## src/rtl/rpc_pkg.sv

```systemverilog
// Operation
// Writing 1 to a port's soft-reset bit returns that port's repeater logic to its power-on state; the bit resets to 0.
// At 100 Mbit/s the preamble start delay field times preamble regeneration from the arrival of carrier sense.
// The delay field is a 3-bit count of extra master-clock cycles, 000 meaning none and 111 meaning seven.
// The delay field resets to binary 100.
// At 10 Mbit/s the delay field is ignored and has no effect on preamble timing.
// Backplane-to-PHY data passes only while transmit enable is 1, and a change waits until port activity ends.
// PHY-to-backplane data passes only while receive enable is 1, and a change waits until port activity ends.
// Autopartition disable set to 1 stops the port's autopartition machine; 0 lets it run.
// At 10 Mbit/s the receive-valid-present bit says whether the PHY supplies a receive data valid signal.
package rpc_pkg;
    // ------------------------------------------------------------
    // Register map
    // ------------------------------------------------------------
    localparam logic [31:0] RPC_PORT0_CONTROL_ADDR  = 32'he0012020;
    localparam logic [31:0] RPC_PORT0_CONFIG_A_ADDR = 32'he0012024;
    localparam logic [31:0] RPC_PORT1_CONTROL_ADDR  = 32'he0012220;
    localparam logic [31:0] RPC_PORT1_CONFIG_A_ADDR = 32'he0012224;
    localparam int          RPC_PORTS               = 2;

    // ------------------------------------------------------------
    // Field positions and reset values
    // ------------------------------------------------------------
    localparam int         RPC_SOFT_RESET_BIT      = 0;
    localparam int         RPC_DELAY_LSB           = 12;
    localparam int         RPC_RX_VALID_BIT        = 9;
    localparam int         RPC_TX_EN_BIT           = 8;
    localparam int         RPC_RX_EN_BIT           = 7;
    localparam int         RPC_AUTOPART_DIS_BIT    = 6;
    localparam logic [2:0] RPC_DELAY_RESET         = 3'h4;
    localparam logic       RPC_FLAG_RESET          = 1'b0;

    typedef enum logic {
        RPC_IDLE = 1'b0,
        RPC_WAIT = 1'b1
    } rpc_state_t;
endpackage

```

## src/rtl/rpc_port.sv

```systemverilog
`timescale 1ns/1ps
module rpc_port (
    input  wire logic       ref_clk,
    input  wire logic       nrst,
    input  wire logic       soft_rst,
    input  wire logic       speed_100,
    input  wire logic       crs_pin,
    input  wire logic       bp_active,
    input  wire logic [2:0] delay,
    input  wire logic       tx_en_cfg,
    input  wire logic       rx_en_cfg,
    output logic            preamble_start,
    output logic            tx_path_en,
    output logic            rx_path_en
);
    logic                crs_s1;
    logic                crs_s2;
    logic                crs_s3;
    logic [2:0]          cnt;
    rpc_pkg::rpc_state_t state;
    wire                 crs_rise = crs_s2 & ~crs_s3;
    wire                 busy     = crs_s2 | bp_active;
    // Delay counts only at 100 Mbit/s; at 10 Mbit/s start follows carrier at once
    wire                 no_wait  = ~speed_100 | (delay == 3'h0);

    always_ff @(posedge ref_clk or negedge nrst) begin
        if (!nrst) begin
            crs_s1 <= 1'b0;
            crs_s2 <= 1'b0;
            crs_s3 <= 1'b0;
        end else begin
            crs_s1 <= crs_pin;
            crs_s2 <= crs_s1;
            crs_s3 <= crs_s2;
        end
    end

    always_ff @(posedge ref_clk or negedge nrst) begin
        if (!nrst) begin
            state          <= rpc_pkg::RPC_IDLE;
            cnt            <= 3'h0;
            preamble_start <= 1'b0;
        end else if (soft_rst) begin
            state          <= rpc_pkg::RPC_IDLE;
            cnt            <= 3'h0;
            preamble_start <= 1'b0;
        end else begin
            preamble_start <= 1'b0;
            case (state)
                rpc_pkg::RPC_IDLE: begin
                    if (crs_rise && no_wait) begin
                        preamble_start <= 1'b1;
                    end else if (crs_rise) begin
                        cnt   <= delay - 3'h1;
                        state <= rpc_pkg::RPC_WAIT;
                    end
                end
                rpc_pkg::RPC_WAIT: begin
                    // Carrier lost before the delay ran out: no preamble
                    if (!crs_s2) begin
                        state <= rpc_pkg::RPC_IDLE;
                    end else if (cnt == 3'h0) begin
                        preamble_start <= 1'b1;
                        state          <= rpc_pkg::RPC_IDLE;
                    end else begin
                        cnt <= cnt - 3'h1;
                    end
                end
                default: state <= rpc_pkg::RPC_IDLE;
            endcase
        end
    end

    // Enables follow the config only between frames so no frame is cut
    always_ff @(posedge ref_clk or negedge nrst) begin
        if (!nrst) begin
            tx_path_en <= 1'b0;
            rx_path_en <= 1'b0;
        end else if (soft_rst) begin
            tx_path_en <= 1'b0;
            rx_path_en <= 1'b0;
        end else if (!busy) begin
            tx_path_en <= tx_en_cfg;
            rx_path_en <= rx_en_cfg;
        end
    end

    property p_start_delay4;
        @(posedge ref_clk) disable iff (!nrst)
        (crs_rise && speed_100 && delay == 3'h4 && !soft_rst && state == rpc_pkg::RPC_IDLE)
            ##1 (crs_s2 && !soft_rst)[*4] |=> preamble_start;
    endproperty
    a_start_delay4: assert property (p_start_delay4) else $error("preamble start not delay plus one");

    property p_no_early_start;
        @(posedge ref_clk) disable iff (!nrst)
        (crs_rise && speed_100 && delay == 3'h4 && state == rpc_pkg::RPC_IDLE) |=> !preamble_start[*4];
    endproperty
    a_no_early_start: assert property (p_no_early_start) else $error("preamble started early");

    property p_ten_mode_immediate;
        @(posedge ref_clk) disable iff (!nrst)
        (crs_rise && !speed_100 && !soft_rst && state == rpc_pkg::RPC_IDLE) |=> preamble_start;
    endproperty
    a_ten_mode_immediate: assert property (p_ten_mode_immediate) else $error("delay used in 10M mode");

    property p_tx_change_idle;
        @(posedge ref_clk) disable iff (!nrst)
        $changed(tx_path_en) |-> $past(!busy || soft_rst);
    endproperty
    a_tx_change_idle: assert property (p_tx_change_idle) else $error("tx enable changed mid activity");

    property p_rx_change_idle;
        @(posedge ref_clk) disable iff (!nrst)
        $changed(rx_path_en) |-> $past(!busy || soft_rst);
    endproperty
    a_rx_change_idle: assert property (p_rx_change_idle) else $error("rx enable changed mid activity");
endmodule

```

## src/rtl/rpc_top.sv

```systemverilog
// Local design decision: register access over APB.
`timescale 1ns/1ps
module rpc_top (
    input  wire logic        ref_clk,
    input  wire logic        nrst,
    input  wire logic        psel,
    input  wire logic        penable,
    input  wire logic        pwrite,
    input  wire logic [31:0] paddr,
    input  wire logic [31:0] pwdata,
    output logic      [31:0] prdata,
    output logic             pready,
    output logic             pslverr,
    input  wire logic        speed_100_pin,
    input  wire logic [1:0]  crs_pin,
    input  wire logic [1:0]  bp_active,
    output logic      [1:0]  port_logic_rst,
    output logic      [1:0]  preamble_start,
    output logic      [1:0]  tx_path_en,
    output logic      [1:0]  rx_path_en,
    output logic      [1:0]  autopart_en,
    output logic      [1:0]  rx_dv_used
);
    // ------------------------------------------------------------
    // APB decode
    // ------------------------------------------------------------
    logic        spd_s1;
    logic        speed_100;
    logic [1:0]  soft_rst;
    logic [5:0]  delay;
    logic [1:0]  rx_valid_present;
    logic [1:0]  port_tx_enable;
    logic [1:0]  port_rx_enable;
    logic [1:0]  autopartition_disable;
    logic [31:0] next_prdata;
    logic        mapped;

    wire setup     = psel & ~penable;
    wire access_wr = psel & penable & pwrite;
    wire hit_ctl0  = (paddr == rpc_pkg::RPC_PORT0_CONTROL_ADDR);
    wire hit_cfg0  = (paddr == rpc_pkg::RPC_PORT0_CONFIG_A_ADDR);
    wire hit_ctl1  = (paddr == rpc_pkg::RPC_PORT1_CONTROL_ADDR);
    wire hit_cfg1  = (paddr == rpc_pkg::RPC_PORT1_CONFIG_A_ADDR);
    wire [1:0] hit_ctl = {hit_ctl1, hit_ctl0};
    wire [1:0] hit_cfg = {hit_cfg1, hit_cfg0};

    assign pready  = 1'b1;
    assign pslverr = psel & penable & ~mapped;
    assign mapped  = hit_ctl0 | hit_cfg0 | hit_ctl1 | hit_cfg1;

    function automatic logic [31:0] rpc_cfg_word(input logic [2:0] d, input logic v, input logic t,
                                                 input logic r, input logic a);
        logic [31:0] w;
        w = 32'h0;
        w[rpc_pkg::RPC_DELAY_LSB +: 3]       = d;
        w[rpc_pkg::RPC_RX_VALID_BIT]         = v;
        w[rpc_pkg::RPC_TX_EN_BIT]            = t;
        w[rpc_pkg::RPC_RX_EN_BIT]            = r;
        w[rpc_pkg::RPC_AUTOPART_DIS_BIT]     = a;
        return w;
    endfunction

    always_comb begin
        next_prdata = 32'h0;
        if (hit_ctl0) begin
            next_prdata[rpc_pkg::RPC_SOFT_RESET_BIT] = soft_rst[0];
        end else if (hit_cfg0) begin
            next_prdata = rpc_cfg_word(delay[2:0], rx_valid_present[0], port_tx_enable[0],
                                       port_rx_enable[0], autopartition_disable[0]);
        end else if (hit_ctl1) begin
            next_prdata[rpc_pkg::RPC_SOFT_RESET_BIT] = soft_rst[1];
        end else if (hit_cfg1) begin
            next_prdata = rpc_cfg_word(delay[5:3], rx_valid_present[1], port_tx_enable[1],
                                       port_rx_enable[1], autopartition_disable[1]);
        end
    end

    // Read data is captured in the setup cycle so the access phase needs no wait
    always_ff @(posedge ref_clk or negedge nrst) begin
        if (!nrst) begin
            prdata <= 32'h0;
        end else if (setup && !pwrite) begin
            prdata <= next_prdata;
        end
    end

    // ------------------------------------------------------------
    // Speed pin synchroniser
    // ------------------------------------------------------------
    always_ff @(posedge ref_clk or negedge nrst) begin
        if (!nrst) begin
            spd_s1    <= 1'b0;
            speed_100 <= 1'b0;
        end else begin
            spd_s1    <= speed_100_pin;
            speed_100 <= spd_s1;
        end
    end

    // ------------------------------------------------------------
    // Per-port registers and logic
    // ------------------------------------------------------------
    for (genvar i = 0; i < rpc_pkg::RPC_PORTS; i++) begin : g_port
        // Soft reset self-clears after one cycle so software need not write 0 back
        always_ff @(posedge ref_clk or negedge nrst) begin
            if (!nrst) begin
                soft_rst[i] <= rpc_pkg::RPC_FLAG_RESET;
            end else begin
                soft_rst[i] <= access_wr & hit_ctl[i] & pwdata[rpc_pkg::RPC_SOFT_RESET_BIT];
            end
        end

        always_ff @(posedge ref_clk or negedge nrst) begin
            if (!nrst) begin
                delay[3*i +: 3]          <= rpc_pkg::RPC_DELAY_RESET;
                rx_valid_present[i]      <= rpc_pkg::RPC_FLAG_RESET;
                port_tx_enable[i]        <= rpc_pkg::RPC_FLAG_RESET;
                port_rx_enable[i]        <= rpc_pkg::RPC_FLAG_RESET;
                autopartition_disable[i] <= rpc_pkg::RPC_FLAG_RESET;
            end else if (access_wr && hit_cfg[i]) begin
                delay[3*i +: 3]          <= pwdata[rpc_pkg::RPC_DELAY_LSB +: 3];
                rx_valid_present[i]      <= pwdata[rpc_pkg::RPC_RX_VALID_BIT];
                port_tx_enable[i]        <= pwdata[rpc_pkg::RPC_TX_EN_BIT];
                port_rx_enable[i]        <= pwdata[rpc_pkg::RPC_RX_EN_BIT];
                autopartition_disable[i] <= pwdata[rpc_pkg::RPC_AUTOPART_DIS_BIT];
            end
        end

        always_ff @(posedge ref_clk or negedge nrst) begin
            if (!nrst) begin
                autopart_en[i] <= 1'b1;
                rx_dv_used[i]  <= 1'b0;
            end else begin
                autopart_en[i] <= ~autopartition_disable[i];
                rx_dv_used[i]  <= rx_valid_present[i] & ~speed_100;
            end
        end

        rpc_port i_rpc_port (
            .ref_clk        (ref_clk),
            .nrst           (nrst),
            .soft_rst       (soft_rst[i]),
            .speed_100      (speed_100),
            .crs_pin        (crs_pin[i]),
            .bp_active      (bp_active[i]),
            .delay          (delay[3*i +: 3]),
            .tx_en_cfg      (port_tx_enable[i]),
            .rx_en_cfg      (port_rx_enable[i]),
            .preamble_start (preamble_start[i]),
            .tx_path_en     (tx_path_en[i]),
            .rx_path_en     (rx_path_en[i])
        );
    end

    assign port_logic_rst = soft_rst;

    // ------------------------------------------------------------
    // Checks
    // ------------------------------------------------------------
    property p_soft_reset_pulse;
        @(posedge ref_clk) disable iff (!nrst)
        (access_wr && hit_ctl0 && pwdata[0]) |=> port_logic_rst[0] ##1 !port_logic_rst[0] || $past(access_wr);
    endproperty
    a_soft_reset_pulse: assert property (p_soft_reset_pulse) else $error("port 0 soft reset not a pulse");

    property p_soft_reset_clears;
        @(posedge ref_clk) disable iff (!nrst)
        port_logic_rst[0] |=> !tx_path_en[0] && !rx_path_en[0];
    endproperty
    a_soft_reset_clears: assert property (p_soft_reset_clears) else $error("soft reset left enables set");

    property p_delay_write;
        @(posedge ref_clk) disable iff (!nrst)
        (access_wr && hit_cfg1) |=> delay[5:3] == $past(pwdata[14:12]);
    endproperty
    a_delay_write: assert property (p_delay_write) else $error("delay field not stored");

    property p_delay_reset;
        @(posedge ref_clk)
        $rose(nrst) |-> delay == 6'h24;
    endproperty
    a_delay_reset: assert property (p_delay_reset) else $error("delay reset value wrong");

    property p_autopart;
        @(posedge ref_clk) disable iff (!nrst)
        (access_wr && hit_cfg0) |=> ##1 autopart_en[0] == !$past(pwdata[6], 2);
    endproperty
    a_autopart: assert property (p_autopart) else $error("autopartition control wrong");

    property p_rx_dv_ten;
        @(posedge ref_clk) disable iff (!nrst)
        rx_dv_used[1] |-> $past(!speed_100 && rx_valid_present[1]);
    endproperty
    a_rx_dv_ten: assert property (p_rx_dv_ten) else $error("rx valid used outside 10M mode");

    property p_tx_gate;
        @(posedge ref_clk) disable iff (!nrst)
        (!port_tx_enable[0] && !bp_active[0] && !port_logic_rst[0])[*4] |=> !tx_path_en[0] || crs_pin[0];
    endproperty
    a_tx_gate: assert property (p_tx_gate) else $error("tx path open while disabled");

    property p_unmapped;
        @(posedge ref_clk) disable iff (!nrst)
        (psel && penable && !mapped) |-> pslverr && pready;
    endproperty
    a_unmapped: assert property (p_unmapped) else $error("unmapped access not flagged");
endmodule

```

## config.mk

```make
export PLATFORM = sky130hd
export DESIGN_NAME = rpc_top
export DESIGN_NICKNAME = d
export VERILOG_FILES = /design/src/rtl/rpc_pkg.sv /design/src/rtl/rpc_port.sv /design/src/rtl/rpc_top.sv
export SDC_FILE = /design/constraint.sdc
export NUM_CORES = 1
export LEC_CHECK = 0
export BUFFER_PORTS_ARGS = -buffer_cell sky130_fd_sc_hd__buf_2
export CAP_MARGIN = 20
export CELL_PAD_IN_SITES_DETAIL_PLACEMENT = 1
export CELL_PAD_IN_SITES_GLOBAL_PLACEMENT = 1
export CORE_UTILIZATION = 37
export DETAILED_ROUTE_END_ITERATION = 10
export PLACE_DENSITY = 0.9
export SYNTH_ARGS = -nofsm -noshare
export SYNTH_HDL_FRONTEND = slang
export SYNTH_SLANG_ARGS = --single-unit
```

## constraint.sdc

```tcl
create_clock -name ref_clk -period 5.11 [get_ports ref_clk]
set_clock_uncertainty 0.1 [all_clocks]
set_input_delay 0.7665 -clock ref_clk [delete_from_list [all_inputs] [get_ports ref_clk]]
set_output_delay 0.7665 -clock ref_clk [all_outputs]
set_load 0.01 [all_outputs]
```

==> results of run 1 <==
-- cell type report --
class | instances | area [um2] | share of cell area
Sequential cell | 50 | 1260 | 0.427
Multi-Input combinational cell | 153 | 1080 | 0.368
Timing Repair Buffer | 71 | 370 | 0.126
Tap cell | 77 | 96.3 | 0.0327
Clock buffer | 6 | 82.6 | 0.0280
Clock inverter | 2 | 38.8 | 0.0132
Inverter | 4 | 15.0 | 0.00510
-- cells in the final DEF, fill, tap and decap left out, types with 5 or more instances in the layout --
master	Yosys	final
conb_1	2	25
mux2_2	14	14
clkbuf_8	0	6
mux2i_1	15	15
a21oi_1	6	6
nor2_1	11	11
nor3_1	5	5
dfrtp_1	46	46
o21ai_0	5	5
nand2_1	18	18
buf_2	0	70
o31ai_2	7	7
-- metrics by stage --
| step | utilization | hold WS, ps |
|---|---|---|
| 3_3_place_gp | 0.432 | 233 |
| 5_1_grt | 0.453 | 193 |
| 6_report | 0.453 | 198 |
| 4_1_cts | 0.450 | 261 |
| 2_1_floorplan | - | 231 |
| 3_5_place_dp | 0.432 | 237 |
-- worst max-delay path, delay by kind of cell --
kind                   cells  cell delay [ps]
and+or+nand+nor            2              600
AOI/OAI and AO/OA          1              400
buffers and inverters      2              240
-- layer usage --
| metal | vias up | share of wire |
|---|---|---|
| li1 | 852 | - |
| met5 | - | 0 |
| met2 | 75 | 0.52 |
| met3 | 6 | 0.062 |
| met1 | 864 | 0.40 |
| met4 | 0 | 0.013 |
-- where the power goes --
group          leakage, nW  internal, mW  switching, mW
Sequential           0.664         0.399        0.00318
Clock               0.0618         0.161          0.136
Combinational        0.687        0.0214         0.0327
-- cell families (layout without fill, tap and decap cells) --
kind of cell / count (synthesis) / in the layout / synth area share
simple gates: 68 / 68 / 0.167
flops: 50 / 50 / 0.492
buf+inv: 44 / 83 / 0.116
mux: 29 / 29 / 0.121
compound gates: 28 / 28 / 0.0878
fa+ha+maj: 2 / 2 / 0.00981
other cells: 2 / 25 / 0.00294
xor+xnor: 1 / 1 / 0.00343
-- path summary, 6_finish.rpt --
check | start | endpoint | slack [ps]
max reg2reg | g_port[0].i_rpc_port.state | g_port[0].i_rpc_port.cnt[2] | 3270
max in group asynchronous | nrst | autopart_en[0] | 4170
min in group ref_clk | g_port[1].i_rpc_port.crs_s1 | g_port[1].i_rpc_port.crs_s2 | 260
min reg2reg | g_port[1].i_rpc_port.crs_s1 | g_port[1].i_rpc_port.crs_s2 | 260
min | nrst | g_port[0].i_rpc_port.rx_path_en | 200
max | paddr[26] | pslverr | 2240
==> flow_summary.ini, run 1 <==
[grt]
antenna_found_initial = 0
use_met3 = 0.0418
grtUsageMet1 = 0.191
grt_pass1_wl_um = 8960
grt_max_degree = 51
grt_pass1_vias = 1854
met2_usage = 0.287
grt_most_used_layer = met2
grt_use_total = 0.163
grt-ovfl-total = 0

[floorplan]
fp.dieArea_um2 = 7230
io_pins = 120
die-width_um = 85.0
row_count = 29
initial_core_util = 0.393
core-area_um2 = 6490
die_height_um = 85.0

[place]
dp_slack_ps = 2220
portBuffers = 70
dp_hpwl_um = 4210
dp.cells = 354
dpl_cell_area_um2 = 2800
gp_congestion = 0.749

[power]
power_mw = 0.754
power.density_nw_per_um2 = 256
leakage_nw = 1.41
vdd_ir_drop_max_uv = 110

[timing]
slew_headroom = 0.513
setup-tns-final_ps = 0
post-route-min-period_ps = 2870
fin_crit_sh = 0.562
grt_setup_unrepaired = no
worst_slew_pin_slew_ps = 726
finalSetupViolations = 0
worst_slack_ps = 2240
maxSlewViolCount = 0
max_freq_mhz = 348
final_hold_viol_count = 0

[synth]
ys_top_cells_by_count = dfrtp_1 (46), buf_4 (33), nand2_1 (18)
ys.flop_type = dfrtp_1
seq_area_frac_synth = 0.492
synth_seq_cells = 50
synthesis.area_um2 = 2550
synth_most_common_cell = dfrtp_1
synthTopCellsByArea = dfrtp_1 (45%), buf_4 (9.7%), mux2_2 (6.2%)
syn_area_per_cell_um2 = 11.4
synth_cells = 224
synth-async-reset-ratio = 1.00
synth_top_area_frac = 0.451
synth-edff-count = 0
synth_cell_types = 47
synth_top_area_cell = dfrtp_1
yosysWarnings = 0

[clocking]
ctsHoldBuffers = 0
clock-sinks = 50
cts_setup_buffers = 0
path_clk_slew_ps = 90
cts_root_buffer = clkbuf_8
clk_latency_ps = 310
clockBufferDepth = 2
ctsResizeCount = 0
numCtsBuffers = 5
htree_levels = 2
cts_tree = built

[setup_path]
path_class = in2out
end_kind = output pin
cp_slowest_cell = o311a_2
ff2ff_path_depth = 6
critPathMostFrequentCell = buf_2
startpoint_type = primary input
crit_required_ps = 4240
worstPathMaxFanout = 5
cp.arrival_ps = 2010
path_cells = buf_2 -> nor4b_1 -> nand4_1 -> o311a_2 -> buf_2
max_stage_delay_ps = 400

[layout]
largest_reg_flops = 8
n_fill_cell = 724
instances_no_fill = 363
areaGrowthSynthToFinish_pct = 15.4
drive_gt1_frac = 0.399
final_nets = 361
largest-register = prdata
reg_top3 = prdata (8), delay (6), g_port.i_rpc_port.cnt (6)
finalInstanceArea_um2 = 2940
diodes = 0

[job]
maxCapViolCount = 0

[drt]
drtPass1Iterations = 4
routed_wl_um = 5460
vias = 1797
drt_first_iter_violations = 31
wl_per_cell_um = 15.0
drcViolationCount = 0
viasPerCell = 4.95
ant_nets = 0

[status]
outcome = finished, final reports clean

[min_path]
min_path_type = in2async
(Power assumes the default switching activity.)
==> run 2: changes to the inputs <==
--- a/config.mk
+++ b/config.mk
@@ -5,13 +5,14 @@
 export SDC_FILE = /design/constraint.sdc
 export NUM_CORES = 1
 export LEC_CHECK = 0
+export ABC_AREA = 1
 export BUFFER_PORTS_ARGS = -buffer_cell sky130_fd_sc_hd__buf_2
 export CAP_MARGIN = 20
 export CELL_PAD_IN_SITES_DETAIL_PLACEMENT = 1
 export CELL_PAD_IN_SITES_GLOBAL_PLACEMENT = 1
-export CORE_UTILIZATION = 37
+export CORE_UTILIZATION = 31
 export DETAILED_ROUTE_END_ITERATION = 10
-export PLACE_DENSITY = 0.9
+export PLACE_DENSITY = 0.83
 export SYNTH_ARGS = -nofsm -noshare
 export SYNTH_HDL_FRONTEND = slang
 export SYNTH_SLANG_ARGS = --single-unit
==> constraint.sdc (replaced) <==
create_clock -name ref_clk -period 2.49 [get_ports ref_clk]
set_clock_uncertainty 0.1 [all_clocks]
set_input_delay 0.3735 -clock ref_clk [delete_from_list [all_inputs] [get_ports ref_clk]]
set_output_delay 0.3735 -clock ref_clk [all_outputs]
set_load 0.01 [all_outputs]
==> run 2 against run 1 <==
Compared with the run above:
- design area increased by 16%
- synthesized cell count grew 74%
- first-iteration DRC count grew to 2.9 times the previous value
- sequential share of layout area fell by 5.9 points
- global-route usage fell by 0.18 points
- via count increased by 42%
- clock power increased by 93%
- register-to-register slack got worse by 2500 ps
- sequential power grew 120%
- cell count rose by 61%
- area after synthesis rose by 16%
- largest cell class is now multi-input combinational cells
- highest routed layer unchanged
==> flow_summary.ini, run 2 <==
[status]
outcome = finished, final reports clean

[clocking]
numCtsBuffers = 5
clock-sinks = 50
clk_latency_ps = 310
clockBufferDepth = 2
path_clk_slew_ps = 90
cts_tree = built
htree_levels = 2
ctsResizeCount = 0
cts_root_buffer = clkbuf_8

[place]
gp_congestion = 0.754
dp_slack_ps = 427
dp_hpwl_um = 6000
portBuffers = 70
dpl_cell_area_um2 = 3300

[synth]
synth_top_area_cell = dfrtp_1
ys.flop_type = dfrtp_1
synth_seq_cells = 50
synth_top_area_frac = 0.388
synth_most_common_cell = nand2_1
seq_area_frac_synth = 0.423
synth-async-reset-ratio = 1.00
synthTopCellsByArea = dfrtp_1 (39%), nand2_1 (13%), buf_4 (8.6%)
synth-edff-count = 0
synthesis.area_um2 = 2970
syn_area_per_cell_um2 = 7.61
synth_cell_types = 30
synth_cells = 390
ys_top_cells_by_count = nand2_1 (104), inv_1 (49), dfrtp_1 (46)
yosysWarnings = 0

[timing]
post-route-min-period_ps = 2060
setup-tns-final_ps = 0
worst_slack_ps = 432
grt_setup_unrepaired = no
maxSlewViolCount = 0
finalSetupViolations = 0
final_hold_viol_count = 0
whs_ps = 67.1
fin_crit_sh = 0.827
max_freq_mhz = 486

[power]
power_mw = 1.75
seqPwrFrac = 0.515
combinationalPowerShare = 0.157
vdd_ir_drop_max_uv = 194
leakage_nw = 1.96
power.density_nw_per_um2 = 511
p_sw_frac = 0.278
clkPwrFrac = 0.329
p_sw_mw = 0.485
internal_power_mw = 1.26

[job]
maxCapViolCount = 0

[layout]
layout_common_cells = nand2_1 (104), buf_2 (70), inv_1 (49)
largest_reg_flops = 8
drive_gt1_frac = 0.254
areaGrowthSynthToFinish_pct = 15.1
final_nets = 532
diodes = 0
reg_top3 = prdata (8), delay (6), g_port.i_rpc_port.cnt (6)
finalInstanceArea_um2 = 3420
largest-register = prdata
final_common_cell = nand2_1

[grt]
grt_pass1_vias = 2709
grt-ovfl-total = 0
grt_use_total = 0.161
grt_pass1_wl_um = 12700
antenna_found_initial = 0
grt_max_degree = 23

[setup_path]
crit_start = paddr[23]
startpoint_type = primary input
path_class = in2out
rr_endpoint = g_port[1].i_rpc_port.cnt[1]
timing.rr.start = g_port[1].i_rpc_port.state
worstPathMaxFanout = 16
crit_end = pslverr
crit_required_ps = 2020
r2r_setup_slack_ps = 790
cp_slowest_cell = nor2_8
path_cells = buf_2 -> nor2_1 -> nand4_2 -> nor2_8 -> nand2_1 -> a21oi_1 -> nor2_1 -> buf_2
cp.arrival_ps = 1580
ff2ff_path_depth = 5
max_stage_delay_ps = 300
end_kind = output pin

[drt]
vias = 2554
drtPass1Iterations = 4
ant_nets = 0
viasPerCell = 4.36
drcViolationCount = 0
drt_first_iter_violations = 90
wl_per_cell_um = 12.5
routed_wl_um = 7330

[floorplan]
core-area_um2 = 9240
row_count = 35
die_height_um = 99.8
fp.dieArea_um2 = 9970
io_pins = 120
die-width_um = 99.8
initial_core_util = 0.321

[min_path]
hold_depth = 1
min_path_type = in2reg
==> run 2: cell count changes after synthesis, moves of 14 or more <==
cell     change
inv_1       +45
mux2_2      -14
mux2i_1     -15
nand2_1     +86
nand3_1     +31
nor2_1      +33
o21ai_0     +21
==> run 2: through the flow <==
step | utilization | std cells
2_1_floorplan | - | 413
3_3_place_gp | 0.357 | 577
3_5_place_dp | 0.357 | 577
4_1_cts | 0.370 | 586
5_1_grt | 0.370 | 586
6_report | 0.370 | 586
==> run 2: how the worst min path moves through the flow <==
| stage | from | to | slack (ps) |
|---|---|---|---|
| after floorplan | nrst | autopartition_disable[0] | -20 |
| after global placement | nrst | g_port[0].i_rpc_port.state | 210 |
| after detailed placement | nrst | g_port[0].i_rpc_port.state | 200 |
| after CTS | crs_pin[1] | g_port[1].i_rpc_port.crs_s1 | 60 |
| after global routing | crs_pin[1] | g_port[1].i_rpc_port.crs_s1 | 50 |
| final | crs_pin[1] | g_port[1].i_rpc_port.crs_s1 | 70 |
==> run 2: kinds of logic after synthesis <==
kind of cell,share of synthesized area
AND/OR/NAND/NOR,0.326
buffers and inverters,0.163
adder cells (fa/ha/maj),0.00843
other,0.00253
flip-flops,0.423
AO/OA/AOI/OAI,0.0767
==> run 2: metal layers <==
metal  vias up  part of all wire  global-route usage
met4         0             0.021              0.0554
met5         -                 0                   0
met1      1210              0.42               0.194
met3        13             0.044              0.0334
met2        52              0.52               0.284
li1       1279                 -                   -
==> run 2: what timing repair did <==
item,in CTS,in global routing
hold buffers,1,0
endpoints found under the hold margin,14,0
setup buffers,0,0
==> run 2: final cells by class <==
class,instances,area [um2]
Multi-Input combinational cell,272,1310
Clock buffer,7,76.3
Clock inverter,1,30.0
Fill cell,1169,5820
Tap cell,129,161
Timing Repair Buffer,73,375
Sequential cell,50,1260
Inverter,54,203
==> run 2: critical path, delay by kind of cell <==
family / cells / cell delay, ps
buf+inv: 2 / 250
simple gates: 5 / 830
compound gates: 1 / 130
==> run 2: power by group through the flow <==
| stage | combinational, mW | clock, mW | sequential (mW) |
|---|---|---|---|
| 3_5_place_dp | 0.273 | 0 | 0.914 |
| 3_3_place_gp | 0.255 | 0 | 0.910 |
| 2_1_floorplan | 0.198 | 0 | 0.902 |
| 6_report | 0.274 | 0.574 | 0.899 |
| 5_1_grt | 0.318 | 0.625 | 0.909 |
| 4_1_cts | 0.276 | 0.586 | 0.899 |
